==> config.mk <==
export PLATFORM = sky130hd
export DESIGN_NAME = servo_index_guard_sector_gen
export DESIGN_NICKNAME = d
export VERILOG_FILES = /design/src/rtl/servo_index_guard_sector_gen.v /design/src/rtl/pin_sync.v /design/src/rtl/guard_band_filter.v
export VERILOG_INCLUDE_DIRS = /design/src /design/src/rtl
export SDC_FILE = /design/constraint.sdc
export NUM_CORES = 1
export LEC_CHECK = 0
export ABC_AREA = 1
export BUFFER_PORTS_ARGS = -buffer_cell sky130_fd_sc_hd__buf_2
export CORE_MARGIN = 2
export CORE_UTILIZATION = 35
export CTS_BUF_LIST = sky130_fd_sc_hd__clkbuf_8 sky130_fd_sc_hd__clkbuf_16
export CTS_CLUSTER_DIAMETER = 200
export DETAILED_ROUTE_END_ITERATION = 8
export HOLD_SLACK_MARGIN = 0.1
export PLACE_DENSITY = 0.54
export SYNTH_ARGS = -nofsm -noshare
export SYNTH_HDL_FRONTEND = slang
export SYNTH_SLANG_ARGS = --single-unit
==> constraint.sdc <==
create_clock -name clk -period 2.2 [get_ports clk]
set_clock_uncertainty 0.15 [all_clocks]
set_input_delay 0.44 -clock clk [delete_from_list [all_inputs] [get_ports clk]]
set_output_delay 0.44 -clock clk [all_outputs]
set_load 0.05 [all_outputs]
==> src/rtl/servo_timing_defs.vh <==
// constants for the servo index, guard band and sector timing block
// Contract
// - latch sets on servo pulse, clears on strobe
// - strobe rising edge shifts latch into register
// - decode register into index and band pulses
// - first band pulse sets stage; counter loads 187
// - reset counter advances on four byte tick
// - second pulse before clear sets band flag
// - counter at 255 off band clears latches
// - byte counter clocked by two byte tick
// - preset is inverted sector keys, on equals zero
// - index pulse enables byte counter preset
// - increment on tick, carry at 65535
// - carry reloads preset for next sector
// - carry stretched into 24 bit sector pulse
// - band pulses and missing detect on bands
`ifndef SERVO_TIMING_DEFS_VH
`define SERVO_TIMING_DEFS_VH

// ----------------------------------------
// pattern shift register and decode
// ----------------------------------------
`define PAT_WIDTH 8
`define PAT_RESET 8'hff
`define PAT_INDEX 8'hee
`define PAT_INNER_A 8'hde
`define PAT_INNER_B 8'hbe
`define PAT_OUTER 8'h7e

// ----------------------------------------
// guard band reset counter
// ----------------------------------------
`define GB_CNT_WIDTH 8
`define GB_LOAD 8'hbb
`define GB_TOP 8'hff

// ----------------------------------------
// byte counter and pulse lengths
// ----------------------------------------
`define BYTE_CNT_WIDTH 16
`define BYTE_CNT_TOP 16'hffff
`define BYTE_CNT_RESET 16'h0000
`define BYTES_PER_REV 40960
`define BYTES_PER_TICK 2
`define INDEX_BYTES 4
`define SECTOR_BITS 24
`define BITS_PER_BIT_CLK 2

`endif

==> src/rtl/servo_index_guard_sector_gen.v <==
// index, guard band and sector timing from the servo track
`include "servo_timing_defs.vh"
`default_nettype none

module servo_index_guard_sector_gen #(
  parameter PAT_W = `PAT_WIDTH,
  parameter BYTE_W = `BYTE_CNT_WIDTH,
  parameter GB_W = `GB_CNT_WIDTH,
  parameter KEY_W = 8
) (
  input wire clk,
  input wire rstn,
  input wire servo_pulse,
  input wire count_seven_strobe,
  input wire four_byte_tick,
  input wire two_byte_tick,
  input wire servo_bit_clock,
  input wire [KEY_W-1:0] sector_keys_low,
  input wire [KEY_W-1:0] sector_keys_high,
  output reg servo_pulse_latch,
  output reg index_pulse,
  output reg inner_band_a_pulse,
  output reg inner_band_b_pulse,
  output reg outer_band_pulse,
  output reg missing_bit_detect,
  output reg band_latch_clear,
  output wire inner_band_a_flag,
  output wire inner_band_b_flag,
  output wire outer_band_flag,
  output reg sector_pulse
);

  // ----------------------------------------
  // timing counts
  // ----------------------------------------
  // counts cut on purpose to the widths of the counters that hold them
  localparam integer INDEX_TICKS_N = `INDEX_BYTES / `BYTES_PER_TICK;
  localparam integer SECTOR_CLKS_N = `SECTOR_BITS / `BITS_PER_BIT_CLK;
  localparam [1:0] INDEX_TICKS = INDEX_TICKS_N[1:0];
  localparam [4:0] SECTOR_CLKS = SECTOR_CLKS_N[4:0];

  // sector stretcher states, one hot
  localparam [1:0] ST_IDLE = 2'b01;
  localparam [1:0] ST_PULSE = 2'b10;

  // ----------------------------------------
  // pin synchronisers
  // ----------------------------------------
  localparam SYNC_W = 5 + 2 * KEY_W;

  wire [SYNC_W-1:0] sync_v;

  pin_sync #(
    .WIDTH(SYNC_W)
  ) u_sync (
    .clk(clk),
    .rstn(rstn),
    .async_in({sector_keys_high, sector_keys_low, servo_bit_clock,
               two_byte_tick, four_byte_tick, count_seven_strobe,
               servo_pulse}),
    .sync_out(sync_v)
  );

  wire svp_s = sync_v[0];
  wire cs7_s = sync_v[1];
  wire fbt_s = sync_v[2];
  wire tbt_s = sync_v[3];
  wire sbc_s = sync_v[4];
  wire [2*KEY_W-1:0] keys_s = sync_v[SYNC_W-1:5];

  // ----------------------------------------
  // edge detection
  // ----------------------------------------
  // edges come from the synchronised copies, so each pin edge
  // yields exactly one clk cycle of rise
  reg [4:0] prev_q;

  always @(posedge clk) begin
    if (!rstn) begin
      prev_q <= 5'h00;
    end else begin
      prev_q <= sync_v[4:0];
    end
  end

  wire svp_rise = svp_s & ~prev_q[0];
  wire cs7_rise = cs7_s & ~prev_q[1];
  wire fbt_rise = fbt_s & ~prev_q[2];
  wire tbt_rise = tbt_s & ~prev_q[3];
  wire sbc_rise = sbc_s & ~prev_q[4];

  // ----------------------------------------
  // servo pulse latch and pattern register
  // ----------------------------------------
  // a servo pulse landing on the strobe edge is shifted in,
  // not dropped, since the clear and shift happen together
  reg [PAT_W-1:0] pat_q;
  reg shifted_q;

  always @(posedge clk) begin
    if (!rstn) begin
      servo_pulse_latch <= 1'b0;
      pat_q <= `PAT_RESET;
      shifted_q <= 1'b0;
    end else begin
      shifted_q <= cs7_rise;
      if (cs7_rise) begin
        servo_pulse_latch <= 1'b0;
        pat_q <= {pat_q[PAT_W-2:0], servo_pulse_latch | svp_rise};
      end else if (svp_rise) begin
        servo_pulse_latch <= 1'b1;
      end
    end
  end

  // ----------------------------------------
  // pattern decode
  // ----------------------------------------
  wire hit_index = shifted_q && (pat_q == `PAT_INDEX);
  wire hit_in_a = shifted_q && (pat_q == `PAT_INNER_A);
  wire hit_in_b = shifted_q && (pat_q == `PAT_INNER_B);
  wire hit_out = shifted_q && (pat_q == `PAT_OUTER);
  wire hit_band = hit_in_a | hit_in_b | hit_out;

  always @(posedge clk) begin
    if (!rstn) begin
      inner_band_a_pulse <= 1'b0;
      inner_band_b_pulse <= 1'b0;
      outer_band_pulse <= 1'b0;
      missing_bit_detect <= 1'b0;
    end else begin
      inner_band_a_pulse <= hit_in_a;
      inner_band_b_pulse <= hit_in_b;
      outer_band_pulse <= hit_out;
      missing_bit_detect <= hit_band;
    end
  end

  // ----------------------------------------
  // index stretcher
  // ----------------------------------------
  // index stands for four bytes, counted in two byte ticks
  reg [1:0] idx_cnt_q;
  reg [1:0] idx_cnt_d;
  reg index_d;

  // a fresh index mark restarts the count rather than adding to it
  always @* begin
    idx_cnt_d = idx_cnt_q;
    index_d = index_pulse;
    if (hit_index) begin
      idx_cnt_d = INDEX_TICKS;
      index_d = 1'b1;
    end else if (tbt_rise && idx_cnt_q != 2'h0) begin
      idx_cnt_d = idx_cnt_q - 2'h1;
      index_d = (idx_cnt_q != 2'h1);
    end
  end

  always @(posedge clk) begin
    if (!rstn) begin
      idx_cnt_q <= 2'h0;
      index_pulse <= 1'b0;
    end else begin
      idx_cnt_q <= idx_cnt_d;
      index_pulse <= index_d;
    end
  end

  // ----------------------------------------
  // guard band reset counter
  // ----------------------------------------
  // idles at the top value; each missing bit reloads it, so it can
  // only run out once the head has left every guard band
  reg [GB_W-1:0] gb_cnt_q;
  reg [GB_W-1:0] gb_cnt_d;

  always @* begin
    gb_cnt_d = gb_cnt_q;
    if (missing_bit_detect) begin
      gb_cnt_d = `GB_LOAD;
    end else if (fbt_rise && gb_cnt_q != `GB_TOP) begin
      gb_cnt_d = gb_cnt_q + {{(GB_W-1){1'b0}}, 1'b1};
    end
  end

  always @(posedge clk) begin
    if (!rstn) begin
      gb_cnt_q <= `GB_TOP;
      band_latch_clear <= 1'b0;
    end else begin
      gb_cnt_q <= gb_cnt_d;
      band_latch_clear <= (gb_cnt_d == `GB_TOP) && (gb_cnt_q != `GB_TOP);
    end
  end

  // ----------------------------------------
  // guard band filters
  // ----------------------------------------
  guard_band_filter u_filt_in_a (
    .clk(clk),
    .rstn(rstn),
    .band_pulse(inner_band_a_pulse),
    .band_clear(band_latch_clear),
    .band_flag(inner_band_a_flag)
  );

  guard_band_filter u_filt_in_b (
    .clk(clk),
    .rstn(rstn),
    .band_pulse(inner_band_b_pulse),
    .band_clear(band_latch_clear),
    .band_flag(inner_band_b_flag)
  );

  guard_band_filter u_filt_out (
    .clk(clk),
    .rstn(rstn),
    .band_pulse(outer_band_pulse),
    .band_clear(band_latch_clear),
    .band_flag(outer_band_flag)
  );

  // ----------------------------------------
  // byte counter
  // ----------------------------------------
  // keys that are on read as zero bits of the preset
  wire [BYTE_W-1:0] preset = ~keys_s[BYTE_W-1:0];
  reg [BYTE_W-1:0] byte_cnt_q;
  wire carry = (byte_cnt_q == `BYTE_CNT_TOP);
  wire preset_en = index_pulse | carry;

  always @(posedge clk) begin
    if (!rstn) begin
      byte_cnt_q <= `BYTE_CNT_RESET;
    end else if (tbt_rise) begin
      if (preset_en) begin
        byte_cnt_q <= preset;
      end else begin
        byte_cnt_q <= byte_cnt_q + {{(BYTE_W-1){1'b0}}, 1'b1};
      end
    end
  end

  // ----------------------------------------
  // sector stretcher
  // ----------------------------------------
  // the pulse width is counted on the servo bit clock, which carries
  // two bit cells per edge; a carry during the pulse is not restarted
  reg carry_q;
  reg [1:0] sec_st_q;
  reg [1:0] sec_st_d;
  reg [4:0] sec_cnt_q;
  reg [4:0] sec_cnt_d;
  reg sector_d;

  // a carry still high when the pulse ends does not start another one
  always @* begin
    sec_st_d = sec_st_q;
    sec_cnt_d = sec_cnt_q;
    sector_d = sector_pulse;
    case (sec_st_q)
      ST_IDLE: begin
        if (carry && !carry_q) begin
          sec_st_d = ST_PULSE;
          sec_cnt_d = SECTOR_CLKS;
          sector_d = 1'b1;
        end
      end
      ST_PULSE: begin
        if (sbc_rise) begin
          sec_cnt_d = sec_cnt_q - 5'h01;
          if (sec_cnt_q == 5'h01) begin
            sec_st_d = ST_IDLE;
            sector_d = 1'b0;
          end
        end
      end
      default: begin
        sec_st_d = ST_IDLE;
        sector_d = 1'b0;
      end
    endcase
  end

  always @(posedge clk) begin
    if (!rstn) begin
      carry_q <= 1'b0;
      sec_st_q <= ST_IDLE;
      sec_cnt_q <= 5'h00;
      sector_pulse <= 1'b0;
    end else begin
      carry_q <= carry;
      sec_st_q <= sec_st_d;
      sec_cnt_q <= sec_cnt_d;
      sector_pulse <= sector_d;
    end
  end

endmodule

`default_nettype wire

==> src/rtl/pin_sync.v <==
// two flop synchroniser for a vector of pin inputs
`default_nettype none

module pin_sync #(
  parameter WIDTH = 1
) (
  input wire clk,
  input wire rstn,
  input wire [WIDTH-1:0] async_in,
  output reg [WIDTH-1:0] sync_out
);

  // first stage is read only by the second stage
  reg [WIDTH-1:0] meta_q;

  always @(posedge clk) begin
    if (!rstn) begin
      meta_q <= {WIDTH{1'b0}};
      sync_out <= {WIDTH{1'b0}};
    end else begin
      meta_q <= async_in;
      sync_out <= meta_q;
    end
  end

endmodule

`default_nettype wire

==> src/rtl/guard_band_filter.v <==
// two stage flaw filter for one guard band
`default_nettype none

module guard_band_filter (
  input wire clk,
  input wire rstn,
  input wire band_pulse,
  input wire band_clear,
  output reg band_flag
);

  reg first_q;

  // ----------------------------------------
  // stages
  // ----------------------------------------
  // a lone pulse from a media flaw only reaches the first stage and
  // is wiped by the next clear; a pulse in the clear cycle still counts
  always @(posedge clk) begin
    if (!rstn) begin
      first_q <= 1'b0;
      band_flag <= 1'b0;
    end else begin
      if (band_pulse) begin
        first_q <= 1'b1;
      end else if (band_clear) begin
        first_q <= 1'b0;
      end
      if (band_pulse && first_q) begin
        band_flag <= 1'b1;
      end else if (band_clear) begin
        band_flag <= 1'b0;
      end
    end
  end

endmodule

`default_nettype wire

==> metrics.txt, run 1 <==
# TYPE chip_impl_metric gauge
chip_impl_info{name="status",value="finished with violations"} 1
chip_impl_info{name="failing_checks",value="design-rule violations"} 1
chip_impl_metric{name="total_area_of_multi_input_combinational_cells",unit="µm²"} 1673
chip_impl_metric{name="coreArea",unit="µm²"} 11520
chip_impl_info{name="rsz0062_at_grt",value="no"} 1
chip_impl_info{name="synth_top_cell_by_area",value="dfxtp_1"} 1
chip_impl_info{name="cts_tree",value="yes"} 1
chip_impl_metric{name="antennaDiodeCount",unit=""} 0
chip_impl_metric{name="min_path_cells",unit=""} 3
chip_impl_metric{name="n_fill_cell",unit=""} 1211
chip_impl_metric{name="grt_pass1_vias",unit=""} 3022
chip_impl_metric{name="clkLatencyLatePin",unit="ps"} 350
chip_impl_metric{name="synth-seq-cells",unit=""} 103
chip_impl_metric{name="dr.pass1.iters",unit=""} 7
chip_impl_metric{name="whs",unit="ps"} 119.9
chip_impl_metric{name="netlist-cell-type-count",unit=""} 32
chip_impl_metric{name="die_area",unit="µm²"} 12790
chip_impl_metric{name="antenna_left",unit=""} 0
chip_impl_info{name="hold_path_sink",value="u_sync.meta_q[14]"} 1
chip_impl_info{name="timing.critical_path.from_type",value="flop"} 1
chip_impl_info{name="critPathLaunch",value="byte_cnt_q[0]"} 1
chip_impl_info{name="most_common_library_cell_in_the_layout_ignoring_fill_and_taps",value="nand2_1"} 1
chip_impl_metric{name="final-hold-violation-count",unit=""} 0
chip_impl_info{name="timing.hold.worst.class",value="input pin to flop"} 1
chip_impl_metric{name="timing.reg2reg.setup_slack",unit="ps"} 300
chip_impl_metric{name="leakagePower",unit="nW"} 2.496
chip_impl_metric{name="maxClockFrequency",unit="MHz"} 527.5
chip_impl_metric{name="rows",unit=""} 39
chip_impl_info{name="crit_slowest_cell",value="dfxtp_1"} 1
chip_impl_metric{name="detailroute.via_count",unit=""} 3247
chip_impl_metric{name="path_clk_slew",unit="ps"} 70
chip_impl_metric{name="netlist_area",unit="µm²"} 4166
chip_impl_metric{name="initial_core_util",unit=""} 0.3618
chip_impl_metric{name="grt_util_all_layers",unit=""} 0.1315
chip_impl_metric{name="remaining_drc_errors",unit=""} 2
chip_impl_metric{name="layout.nets",unit=""} 617
chip_impl_metric{name="layout.cells.non_filler",unit=""} 736
chip_impl_metric{name="report.final.slew_viol_count",unit=""} 0
chip_impl_metric{name="place.port_buffers",unit=""} 33
chip_impl_metric{name="ioPinCount",unit=""} 34
chip_impl_metric{name="placedCellCount",unit=""} 720
chip_impl_info{name="hold_path.startpoint",value="sector_keys_high[1]"} 1
chip_impl_metric{name="detail_route.wirelength",unit="µm"} 7749
chip_impl_metric{name="place.gp.congestion",unit=""} 0.8535
chip_impl_metric{name="timing.critical_path.slowest_cell_delay",unit="ps"} 390
chip_impl_info{name="clk_root_buffer_cell",value="clkbuf_16"} 1
chip_impl_info{name="timing.rr.start",value="byte_cnt_q[0]"} 1
chip_impl_metric{name="synth_sequential_area_ratio",unit=""} 0.4949
chip_impl_metric{name="final.period_utilization",unit=""} 0.8618
chip_impl_metric{name="viasPerCell",unit=""} 4.412
chip_impl_metric{name="worstPathBufferInverterCount",unit=""} 0
chip_impl_info{name="worstSetupPathType",value="flop to flop"} 1
chip_impl_info{name="worst_path_dominant_cell_family",value="simple AND/OR/NAND/NOR gates"} 1
chip_impl_metric{name="critical_path_arrival",unit="ps"} 1980
chip_impl_metric{name="cp_data_required_time",unit="ps"} 2280
chip_impl_metric{name="overflow",unit=""} 0
chip_impl_info{name="r2r_end",value="byte_cnt_q[10]"} 1
chip_impl_metric{name="synth.net_count",unit=""} 586
chip_impl_info{name="mostFrequentLayoutCells",value="148 x nand2_1, 103 x dfxtp_1, 96 x inv_1"} 1
chip_impl_metric{name="floorplan.die.height",unit="µm"} 113.1
chip_impl_metric{name="die_width",unit="µm"} 113.1
chip_impl_metric{name="power_density",unit="nW/µm²"} 798.8
chip_impl_metric{name="htreeDepth",unit=""} 3
chip_impl_info{name="synth.area.top_cells",value="dfxtp_1 49%, nand2_1 13%, inv_1 8.6%, a21oi_1 4.2%, nand3_1 4.1%"} 1
chip_impl_metric{name="totalNegativeSetupSlack",unit="ps"} 0
chip_impl_metric{name="cts_hold_buffers",unit=""} 0
chip_impl_metric{name="max_cap_viol_count",unit=""} 0
chip_impl_metric{name="cts.sink_count",unit=""} 103
chip_impl_metric{name="synth_largest_type_area_fraction",unit=""} 0.4949
chip_impl_metric{name="transition_time_of_the_tightest_slew_check_pin",unit="ps"} 537.9
chip_impl_metric{name="grt_antenna_before_repair",unit=""} 0
chip_impl_metric{name="avgSynthCellArea",unit="µm²"} 7.480
chip_impl_metric{name="synth_async_sr_flop_share",unit=""} 0
chip_impl_info{name="worst_setup_path_end_kind",value="flop"} 1
chip_impl_info{name="synth_ff_type",value="dfxtp_1"} 1
chip_impl_metric{name="cts_setup_buffers",unit=""} 0
chip_impl_metric{name="crit_path_max_fanout",unit=""} 14
chip_impl_metric{name="area.sequential",unit="µm²"} 2062
chip_impl_metric{name="detail_route.wl_per_cell",unit="µm"} 10.53
chip_impl_metric{name="grt_max_degree",unit=""} 50
chip_impl_metric{name="timing.max_slew.rel_slack",unit=""} 0.6387
chip_impl_metric{name="dpl.hpwl",unit="µm"} 5326
chip_impl_metric{name="vdd_ir_drop_max",unit="mV"} 0.4358
chip_impl_metric{name="cts_inserted_buffers",unit=""} 9
chip_impl_metric{name="post_synth_edffs",unit=""} 0
chip_impl_metric{name="syn_to_final_growth",unit="%"} 15.53
chip_impl_metric{name="grt_first_pass_wirelength",unit="µm"} 13510
chip_impl_metric{name="dr.first_iter.drc_count",unit=""} 200
chip_impl_metric{name="syn_inst",unit=""} 557
chip_impl_info{name="worstPathCellList",value="ha_1 > nand2_2 > nor2_4 > nand2_4 > o21bai_4 > nand2_1 > nand3_1 > a21oi_1"} 1
chip_impl_metric{name="setup_violation_total_in_the_final_timing_report",unit=""} 0
chip_impl_metric{name="cts-root-to-sink-buffers",unit=""} 2
chip_impl_metric{name="timing.final.crit_period",unit="ps"} 1896
chip_impl_metric{name="rr_worst_depth",unit=""} 8
chip_impl_metric{name="layout-drive-gt1-share",unit=""} 0.1197
chip_impl_metric{name="ys_warn_count",unit=""} 0
## timing repair
action / CTS / global route
gates resized for setup: 0 / 1
setup endpoints to repair: 0 / 13
hold endpoints to repair: 0 / 0
## synth_stat cells, types with 2 or more instances
library cell / count
a21oi_1: 35
a22oi_1: 8
clkbuf_1: 14
dfxtp_1: 103
ha_1: 6
inv_1: 96
nand2_1: 148
nand2_2: 3
nand2_4: 2
nand3_1: 34
nand3_2: 3
nand3b_1: 3
nand4_1: 14
nor2_1: 40
nor2_2: 4
nor2_4: 2
nor3_1: 10
o21ai_0: 10
or2_2: 3
xnor2_1: 5
xor2_1: 3
## registers in the layout, indices dropped and copies added, names as in the netlist, 2 cells and up
register         cells
idx_cnt_q            2
prev_q               5
byte_cnt_q          16
gb_cnt_q             8
pat_q                8
sec_cnt_q            5
u_sync.sync_out     21
u_sync.meta_q       21
## area by class of cell
| cell class | count | area share |
|---|---|---|
| Clock buffer | 9 | 0.04679 |
| Tap cell | 143 | 0.03717 |
| Timing Repair Buffer | 37 | 0.04055 |
| Sequential cell | 103 | 0.4284 |
| Multi-Input combinational cell | 341 | 0.3475 |
| Inverter | 96 | 0.07486 |
| Clock inverter | 7 | 0.02469 |
## kinds of logic after synthesis
logic type / count (synthesis) / synth area share
and+or+nand+nor: 269 / 0.2862
adders and majority gates: 6 / 0.01802
xor gates and xnor gates: 8 / 0.01682
buffers and inverters: 113 / 0.1048
DFF: 103 / 0.4949
AOI/OAI and AO/OA: 58 / 0.07928
## metal layers
layer  part of all wire  vias to the layer above  global-route usage
li1                   -                     1786                   -
met1               0.50                     1410              0.1682
met2               0.44                       43              0.2100
met3              0.039                        8             0.03856
met4              0.017                        0             0.05122
met5                  0                        -                   0
## power breakdown
group | internal (mW) | switching [mW]
Clock | 1.11 | 0.702
Combinational | 0.0385 | 0.0719
Sequential | 1.91 | 0.0132
Total | 3.06 | 0.788
## stage by stage
stage | total power, mW | worst slack, ps | util | instance area, µm²
2_1_floorplan | 2.031 | 533.5 | - | 4167
3_3_place_gp | 2.073 | 131.5 | 0.3877 | 4464
3_5_place_dp | 2.075 | 104.0 | 0.3877 | 4464
4_1_cts | 3.916 | 93.97 | 0.4175 | 4808
5_1_grt | 3.997 | 130.9 | 0.4180 | 4813
6_report | 3.845 | 304.1 | 0.4180 | 4813
## worst max path at each step
stage                     end  depth (start not counted)  slack, ps
2_1_floorplan  byte_cnt_q[15]                         10        530
3_3_place_gp    byte_cnt_q[2]                          9        130
3_5_place_dp    byte_cnt_q[2]                          9        100
4_1_cts         byte_cnt_q[2]                          9         90
5_1_grt         byte_cnt_q[8]                          8        130
6_report       byte_cnt_q[10]                          8        300
## worst reg2reg max path, delay by kind of cell, from the launching register on
family / cells / cell delay (ps)
DFF: 1 / 390
and+or+nand+nor: 5 / 620
adders and majority gates: 1 / 210
AOI/OAI and AO/OA: 2 / 420
(Power assumes the default switching activity.)
==> run 2: changes to the inputs <==
--- a/config.mk
+++ b/config.mk
@@ -14,7 +14,6 @@
 export CTS_CLUSTER_DIAMETER = 200
 export DETAILED_ROUTE_END_ITERATION = 8
 export HOLD_SLACK_MARGIN = 0.1
-export PLACE_DENSITY = 0.54
 export SYNTH_ARGS = -nofsm -noshare
 export SYNTH_HDL_FRONTEND = slang
 export SYNTH_SLANG_ARGS = --single-unit
==> run 2 against run 1 <==
Effect of this change: the run still ends with design-rule violations left; via count increased by 2.3%; clock power decreased by 16%; flip-flop and latch count stayed put; combinational power barely moved.
==> metrics.txt, run 2 (synthesis results as in run 1) <==
# TYPE chip_impl_metric gauge
chip_impl_metric{name="coreArea",unit="µm²"} 11520
chip_impl_metric{name="antennaDiodeCount",unit=""} 0
chip_impl_metric{name="antenna_left",unit=""} 0
chip_impl_metric{name="htreeDepth",unit=""} 3
chip_impl_metric{name="power_density",unit="nW/µm²"} 746.2
chip_impl_metric{name="syn_to_final_growth",unit="%"} 14.53
chip_impl_metric{name="path_clk_slew",unit="ps"} 70
chip_impl_metric{name="remaining_drc_errors",unit=""} 2
chip_impl_info{name="rsz0062_at_grt",value="no"} 1
chip_impl_metric{name="dr.pass1.iters",unit=""} 6
chip_impl_metric{name="cts_setup_buffers",unit=""} 0
chip_impl_metric{name="viasPerCell",unit=""} 4.500
chip_impl_metric{name="totalNegativeSetupSlack",unit="ps"} 0
chip_impl_info{name="timing.rr.start",value="byte_cnt_q[0]"} 1
chip_impl_metric{name="floorplan.die.height",unit="µm"} 113.1
chip_impl_info{name="mostFrequentLayoutCells",value="148 x nand2_1, 103 x dfxtp_1, 96 x inv_1"} 1
chip_impl_metric{name="transition_time_of_the_tightest_slew_check_pin",unit="ps"} 564.3
chip_impl_metric{name="n_fill_cell",unit=""} 1167
chip_impl_metric{name="timing.critical_path.slowest_cell_delay",unit="ps"} 400
chip_impl_info{name="biggestRegsByFlops",value="u_sync.meta_q: 21 flops, u_sync.sync_out: 21 flops, byte_cnt_q: 16 flops"} 1
chip_impl_info{name="status",value="finished with violations"} 1
chip_impl_metric{name="initial_core_util",unit=""} 0.3618
chip_impl_metric{name="cts-root-to-sink-buffers",unit=""} 2
chip_impl_metric{name="crit_path_max_fanout",unit=""} 14
chip_impl_metric{name="critical_path_arrival",unit="ps"} 1980
chip_impl_info{name="worstSetupPathType",value="flop to flop"} 1
chip_impl_info{name="clk_root_buffer_cell",value="clkbuf_16"} 1
chip_impl_metric{name="detail_route.wl_per_cell",unit="µm"} 10.26
chip_impl_info{name="timing.hold.worst.class",value="input pin to flop"} 1
chip_impl_info{name="timing.critical_path.from_type",value="flop"} 1
chip_impl_info{name="hold_path.startpoint",value="count_seven_strobe"} 1
chip_impl_metric{name="grt_first_pass_wirelength",unit="µm"} 13410
chip_impl_metric{name="max_cap_viol_count",unit=""} 0
chip_impl_metric{name="grt_antenna_before_repair",unit=""} 0
chip_impl_metric{name="place.port_buffers",unit=""} 33
chip_impl_metric{name="vdd_ir_drop_max",unit="mV"} 0.3266
chip_impl_info{name="worst_setup_path_end_kind",value="flop"} 1
chip_impl_info{name="worstPathCellList",value="ha_1 > nand2_2 > nor2_4 > nand2_4 > o21bai_4 > nand2_1 > nand3_1 > a21oi_1"} 1
chip_impl_metric{name="detail_route.wirelength",unit="µm"} 7574
chip_impl_metric{name="detailroute.via_count",unit=""} 3321
chip_impl_metric{name="die_area",unit="µm²"} 12790
chip_impl_metric{name="placedCellCount",unit=""} 722
chip_impl_metric{name="clkLatencyLatePin",unit="ps"} 350
chip_impl_metric{name="layout-drive-gt1-share",unit=""} 0.1227
chip_impl_metric{name="grt_util_all_layers",unit=""} 0.1285
chip_impl_metric{name="place.gp.congestion",unit=""} 0.8518
chip_impl_info{name="critPathLaunch",value="byte_cnt_q[0]"} 1
chip_impl_metric{name="final-hold-violation-count",unit=""} 0
chip_impl_metric{name="cts_inserted_buffers",unit=""} 9
chip_impl_metric{name="final.period_utilization",unit=""} 0.8597
chip_impl_info{name="cts_tree",value="yes"} 1
chip_impl_metric{name="report.final.slew_viol_count",unit=""} 0
chip_impl_metric{name="grt_max_degree",unit=""} 30
chip_impl_metric{name="maxClockFrequency",unit="MHz"} 528.7
chip_impl_info{name="most_common_library_cell_in_the_layout_ignoring_fill_and_taps",value="nand2_1"} 1
chip_impl_metric{name="die_width",unit="µm"} 113.1
chip_impl_metric{name="cts.sink_count",unit=""} 103
chip_impl_metric{name="cp_data_required_time",unit="ps"} 2290
chip_impl_metric{name="setup_violation_total_in_the_final_timing_report",unit=""} 0
chip_impl_metric{name="overflow",unit=""} 0
chip_impl_metric{name="layout.nets",unit=""} 619
chip_impl_info{name="crit_slowest_cell",value="dfxtp_1"} 1
chip_impl_metric{name="grt_pass1_vias",unit=""} 3097
chip_impl_metric{name="ioPinCount",unit=""} 34
chip_impl_info{name="failing_checks",value="design-rule violations"} 1
chip_impl_metric{name="rows",unit=""} 39
chip_impl_metric{name="leakagePower",unit="nW"} 2.489
chip_impl_metric{name="dpl.hpwl",unit="µm"} 5277
chip_impl_metric{name="timing.final.crit_period",unit="ps"} 1891
chip_impl_metric{name="dr.first_iter.drc_count",unit=""} 197
chip_impl_metric{name="layout.cells.non_filler",unit=""} 738
chip_impl_metric{name="timing.max_slew.rel_slack",unit=""} 0.6224
-- run 2: changes by cell type in the layout (fill, tap and decap cells not counted) --
cell / previous run / this run
bufinv_16: 3 / 0
inv_6: 1 / 3
buf_4: 4 / 6
clkinv_4: 0 / 1
clkinvlp_4: 2 / 0
inv_8: 0 / 2
-- run 2: power by group --
| group | total (mW) | internal, mW | switching (mW) |
|---|---|---|---|
| logic | 0.113 | 0.0395 | 0.0733 |
| registers | 1.92 | 1.91 | 0.0133 |
| clock network | 1.53 | 0.795 | 0.735 |
| total | 3.56 | 2.74 | 0.821 |
-- run 2: through the flow --
step	instance area [µm²]	power [mW]	hold slack [ps]	utilization	worst slack (ps)
global placement	4479	2.073	245.9	0.3890	170.9
floorplan	4167	2.031	240.5	-	533.5
finish	4772	3.561	121.4	0.4144	308.6
CTS	4767	3.624	107.5	0.4140	91.07
global route	4772	3.706	123.3	0.4144	110.5
detailed placement	4479	2.076	249.1	0.3890	116.7
-- run 2: timing repair --
item                                    4_1_cts  5_1_grt
gates resized for setup                       0        1
endpoints found under the setup margin        0       11
hold buffers                                  0        0
-- run 2: cell type report --
cell class | instances | area (µm²) | area share
sequential | 103 | 2062 | 0.4321
multi-input combinational | 341 | 1673 | 0.3505
inverter | 96 | 360.3 | 0.07551
clock buffer | 9 | 225.2 | 0.04719
timing repair buffer | 39 | 210.2 | 0.04405
tap | 143 | 178.9 | 0.03749
clock inverter | 7 | 62.56 | 0.01311
-- run 2: path summary, 6_finish.rpt --
kind	cells past startpoint	slack [ps]	endpoint
max	8	310	byte_cnt_q[12]
max reg2reg	8	310	byte_cnt_q[12]
min	3	120	u_sync.meta_q[1]
min reg2reg	2	260	u_sync.sync_out[8]
-- run 2: layer usage --
metal	routed length, µm	global-route usage	vias up
li1	-	-	1791
met1	3782	0.1641	1450
met2	3272	0.2004	65
met3	284	0.02357	15
met4	235	0.08130	0
met5	0	0	-
-- run 2: worst max-delay path: cells and delay by family, from the launching register on --
| kind | cells | cell delay, ps |
|---|---|---|
| AO/OA/AOI/OAI | 2 | 430 |
| adder cells (fa/ha/maj) | 1 | 210 |
| flip-flops | 1 | 400 |
| AND/OR/NAND/NOR | 5 | 580 |
==> run 3: changes to the inputs <==
--- a/config.mk
+++ b/config.mk
@@ -8,6 +8,7 @@
 export LEC_CHECK = 0
 export ABC_AREA = 1
 export BUFFER_PORTS_ARGS = -buffer_cell sky130_fd_sc_hd__buf_2
+export CORE_ASPECT_RATIO = 1.1
 export CORE_MARGIN = 2
 export CORE_UTILIZATION = 35
 export CTS_BUF_LIST = sky130_fd_sc_hd__clkbuf_8 sky130_fd_sc_hd__clkbuf_16
==> run 3 against run 2 <==
Effect of this change: the flow now finishes without violations; register-to-register slack better by 20 ps; count of clock-buffer cells in the layout did not move; largest power group unchanged; critical endpoint is now byte_cnt_q[8]; power up 6.7%; die area is essentially flat.
==> metrics.txt, run 3 (synthesis results as in run 1) <==
# TYPE chip_impl_metric gauge
chip_impl_metric{name="final-hold-violation-count",unit=""} 0
chip_impl_metric{name="viasPerCell",unit=""} 4.406
chip_impl_metric{name="grt_first_pass_wirelength",unit="µm"} 12990
chip_impl_metric{name="place.port_buffers",unit=""} 33
chip_impl_metric{name="transition_time_of_the_tightest_slew_check_pin",unit="ps"} 574.3
chip_impl_metric{name="dr.pass1.iters",unit=""} 4
chip_impl_info{name="rsz0062_at_grt",value="no"} 1
chip_impl_metric{name="layout.nets",unit=""} 617
chip_impl_metric{name="power.share.clock",unit=""} 0.466
chip_impl_info{name="worst_setup_path_end_kind",value="flop"} 1
chip_impl_metric{name="report.final.slew_viol_count",unit=""} 0
chip_impl_metric{name="detailroute.via_count",unit=""} 3269
chip_impl_metric{name="detail_route.wl_per_cell",unit="µm"} 9.960
chip_impl_info{name="status",value="finished, final reports clean"} 1
chip_impl_metric{name="path_clk_slew",unit="ps"} 70
chip_impl_metric{name="intPower",unit="mW"} 3.049
chip_impl_metric{name="leakagePower",unit="nW"} 2.500
chip_impl_metric{name="max_cap_viol_count",unit=""} 0
chip_impl_metric{name="swShare",unit=""} 0.1975
chip_impl_info{name="worstSetupPathType",value="flop to flop"} 1
chip_impl_metric{name="layout.cells.non_filler",unit=""} 742
chip_impl_metric{name="antenna_left",unit=""} 0
chip_impl_metric{name="placedInstanceArea",unit="µm²"} 4473
chip_impl_metric{name="clkLatencyLatePin",unit="ps"} 340
chip_impl_metric{name="crit_path_max_fanout",unit=""} 14
chip_impl_metric{name="htreeDepth",unit=""} 3
chip_impl_metric{name="final.period_utilization",unit=""} 0.8524
chip_impl_metric{name="detail_route.wirelength",unit="µm"} 7390
chip_impl_metric{name="grt_util_all_layers",unit=""} 0.1246
chip_impl_metric{name="power_density",unit="nW/µm²"} 789.6
chip_impl_metric{name="maxClockFrequency",unit="MHz"} 533.2
chip_impl_metric{name="timing.max_slew.rel_slack",unit=""} 0.6142
chip_impl_metric{name="cts.sink_count",unit=""} 103
chip_impl_metric{name="dr.first_iter.drc_count",unit=""} 165
chip_impl_info{name="crit_slowest_cell",value="dfxtp_1"} 1
chip_impl_metric{name="totalNegativeSetupSlack",unit="ps"} 0
chip_impl_metric{name="timing.critical_path.slowest_cell_delay",unit="ps"} 390
chip_impl_metric{name="grt_antenna_before_repair",unit=""} 0
chip_impl_info{name="clk_root_buffer_cell",value="clkbuf_16"} 1
chip_impl_metric{name="antennaDiodeCount",unit=""} 0
chip_impl_info{name="worst_path_dominant_cell_family",value="simple AND/OR/NAND/NOR gates"} 1
chip_impl_metric{name="syn_to_final_growth",unit="%"} 15.50
chip_impl_metric{name="design_power_total",unit="mW"} 3.800
chip_impl_metric{name="finalInstanceArea",unit="µm²"} 4812
chip_impl_metric{name="die_width",unit="µm"} 108.0
chip_impl_metric{name="vdd_ir_drop_max",unit="mV"} 0.4527
chip_impl_metric{name="floorplan.die.height",unit="µm"} 118.4
chip_impl_metric{name="switchingPower",unit="µW"} 750.6
chip_impl_metric{name="timing.final.crit_period",unit="ps"} 1875
chip_impl_metric{name="overflow",unit=""} 0
chip_impl_info{name="mostFrequentLayoutCells",value="148 x nand2_1, 103 x dfxtp_1, 96 x inv_1"} 1
chip_impl_metric{name="cts-root-to-sink-buffers",unit=""} 2
chip_impl_metric{name="remaining_drc_errors",unit=""} 0
chip_impl_metric{name="combinationalPowerShare",unit=""} 0.029
chip_impl_info{name="cts_tree",value="yes"} 1
chip_impl_metric{name="initial_core_util",unit=""} 0.3610
chip_impl_info{name="worstPathCellList",value="ha_1 > nand2_2 > nor2_4 > nand2_4 > o21bai_4 > nand2_1 > nand3_1 > a21oi_1"} 1
chip_impl_info{name="timing.hold.worst.class",value="input pin to flop"} 1
chip_impl_metric{name="utilization",unit=""} 0.4169
chip_impl_metric{name="placedCellCount",unit=""} 727
chip_impl_metric{name="layout-drive-gt1-share",unit=""} 0.1182
chip_impl_metric{name="grt_pass1_vias",unit=""} 3030
chip_impl_metric{name="cp_data_required_time",unit="ps"} 2280
chip_impl_metric{name="cts_inserted_buffers",unit=""} 9
chip_impl_metric{name="critical_path_arrival",unit="ps"} 1950
chip_impl_metric{name="worstPathBufferInverterCount",unit=""} 0
chip_impl_metric{name="seq_power_share",unit=""} 0.505
chip_impl_metric{name="setup_violation_total_in_the_final_timing_report",unit=""} 0
chip_impl_metric{name="ioPinCount",unit=""} 34
chip_impl_metric{name="die_area",unit="µm²"} 12790
chip_impl_metric{name="dpl.hpwl",unit="µm"} 5163
chip_impl_metric{name="coreArea",unit="µm²"} 11540
chip_impl_info{name="timing.critical_path.from_type",value="flop"} 1
chip_impl_metric{name="grt_max_degree",unit=""} 55
chip_impl_metric{name="rows",unit=""} 41
chip_impl_metric{name="layout_setup_ws",unit="ps"} 324.7
chip_impl_info{name="most_common_library_cell_in_the_layout_ignoring_fill_and_taps",value="nand2_1"} 1
chip_impl_metric{name="pre_cts_ws",unit="ps"} 73.81
chip_impl_metric{name="whs",unit="ps"} 124.3
chip_impl_info{name="biggestRegsByFlops",value="u_sync.meta_q: 21 flops, u_sync.sync_out: 21 flops, byte_cnt_q: 16 flops"} 1
chip_impl_metric{name="place.gp.congestion",unit=""} 0.8486
==> run 3: worst paths after layout <==
kind,start,endpoint,slack [ps],cells past startpoint
setup / recovery,byte_cnt_q[0],byte_cnt_q[8],320,8
hold / removal,sector_keys_low[3],u_sync.meta_q[8],120,3
setup reg to reg,byte_cnt_q[0],byte_cnt_q[8],320,8
hold reg to reg,u_sync.meta_q[8],u_sync.sync_out[8],260,2
==> run 3: per-layer routing <==
layer  GRT usage  wire length (µm)  up-vias
li1            -                 -     1790
met1      0.1585              3704     1412
met2      0.1930              3223       53
met3     0.03365               289       14
met4     0.06170               173        0
met5           0                 0        -
==> run 3: worst min-delay path, stage by stage <==
cell and delay, ps:
buf_2 70, nand2_1 40, inv_1 40
==> run 3: area by class of cell <==
cell class,count,area [µm²]
Clock buffer,9,225.2
Inverter,96,360.3
Tap cell,150,187.7
Timing Repair Buffer,37,195.2
Clock inverter,6,108.9
Multi-Input combinational cell,341,1673
Fill cell,1178,6730
Sequential cell,103,2062
==> run 3: power by group through the flow <==
stage | Sequential [mW] | Combinational [mW] | Clock, mW
floorplan | 1.96 | 0.0697 | 0
global placement | 1.96 | 0.110 | 0
detailed placement | 1.96 | 0.112 | 0
CTS | 1.92 | 0.112 | 1.83
global route | 1.92 | 0.130 | 1.89
finish | 1.92 | 0.110 | 1.77
==> run 3: repair_timing <==
action | 4_1_cts | 5_1_grt
setup endpoints to repair | 0 | 9
hold buffers | 0 | 0
setup buffers | 0 | 0
gates resized for setup | 0 | 1
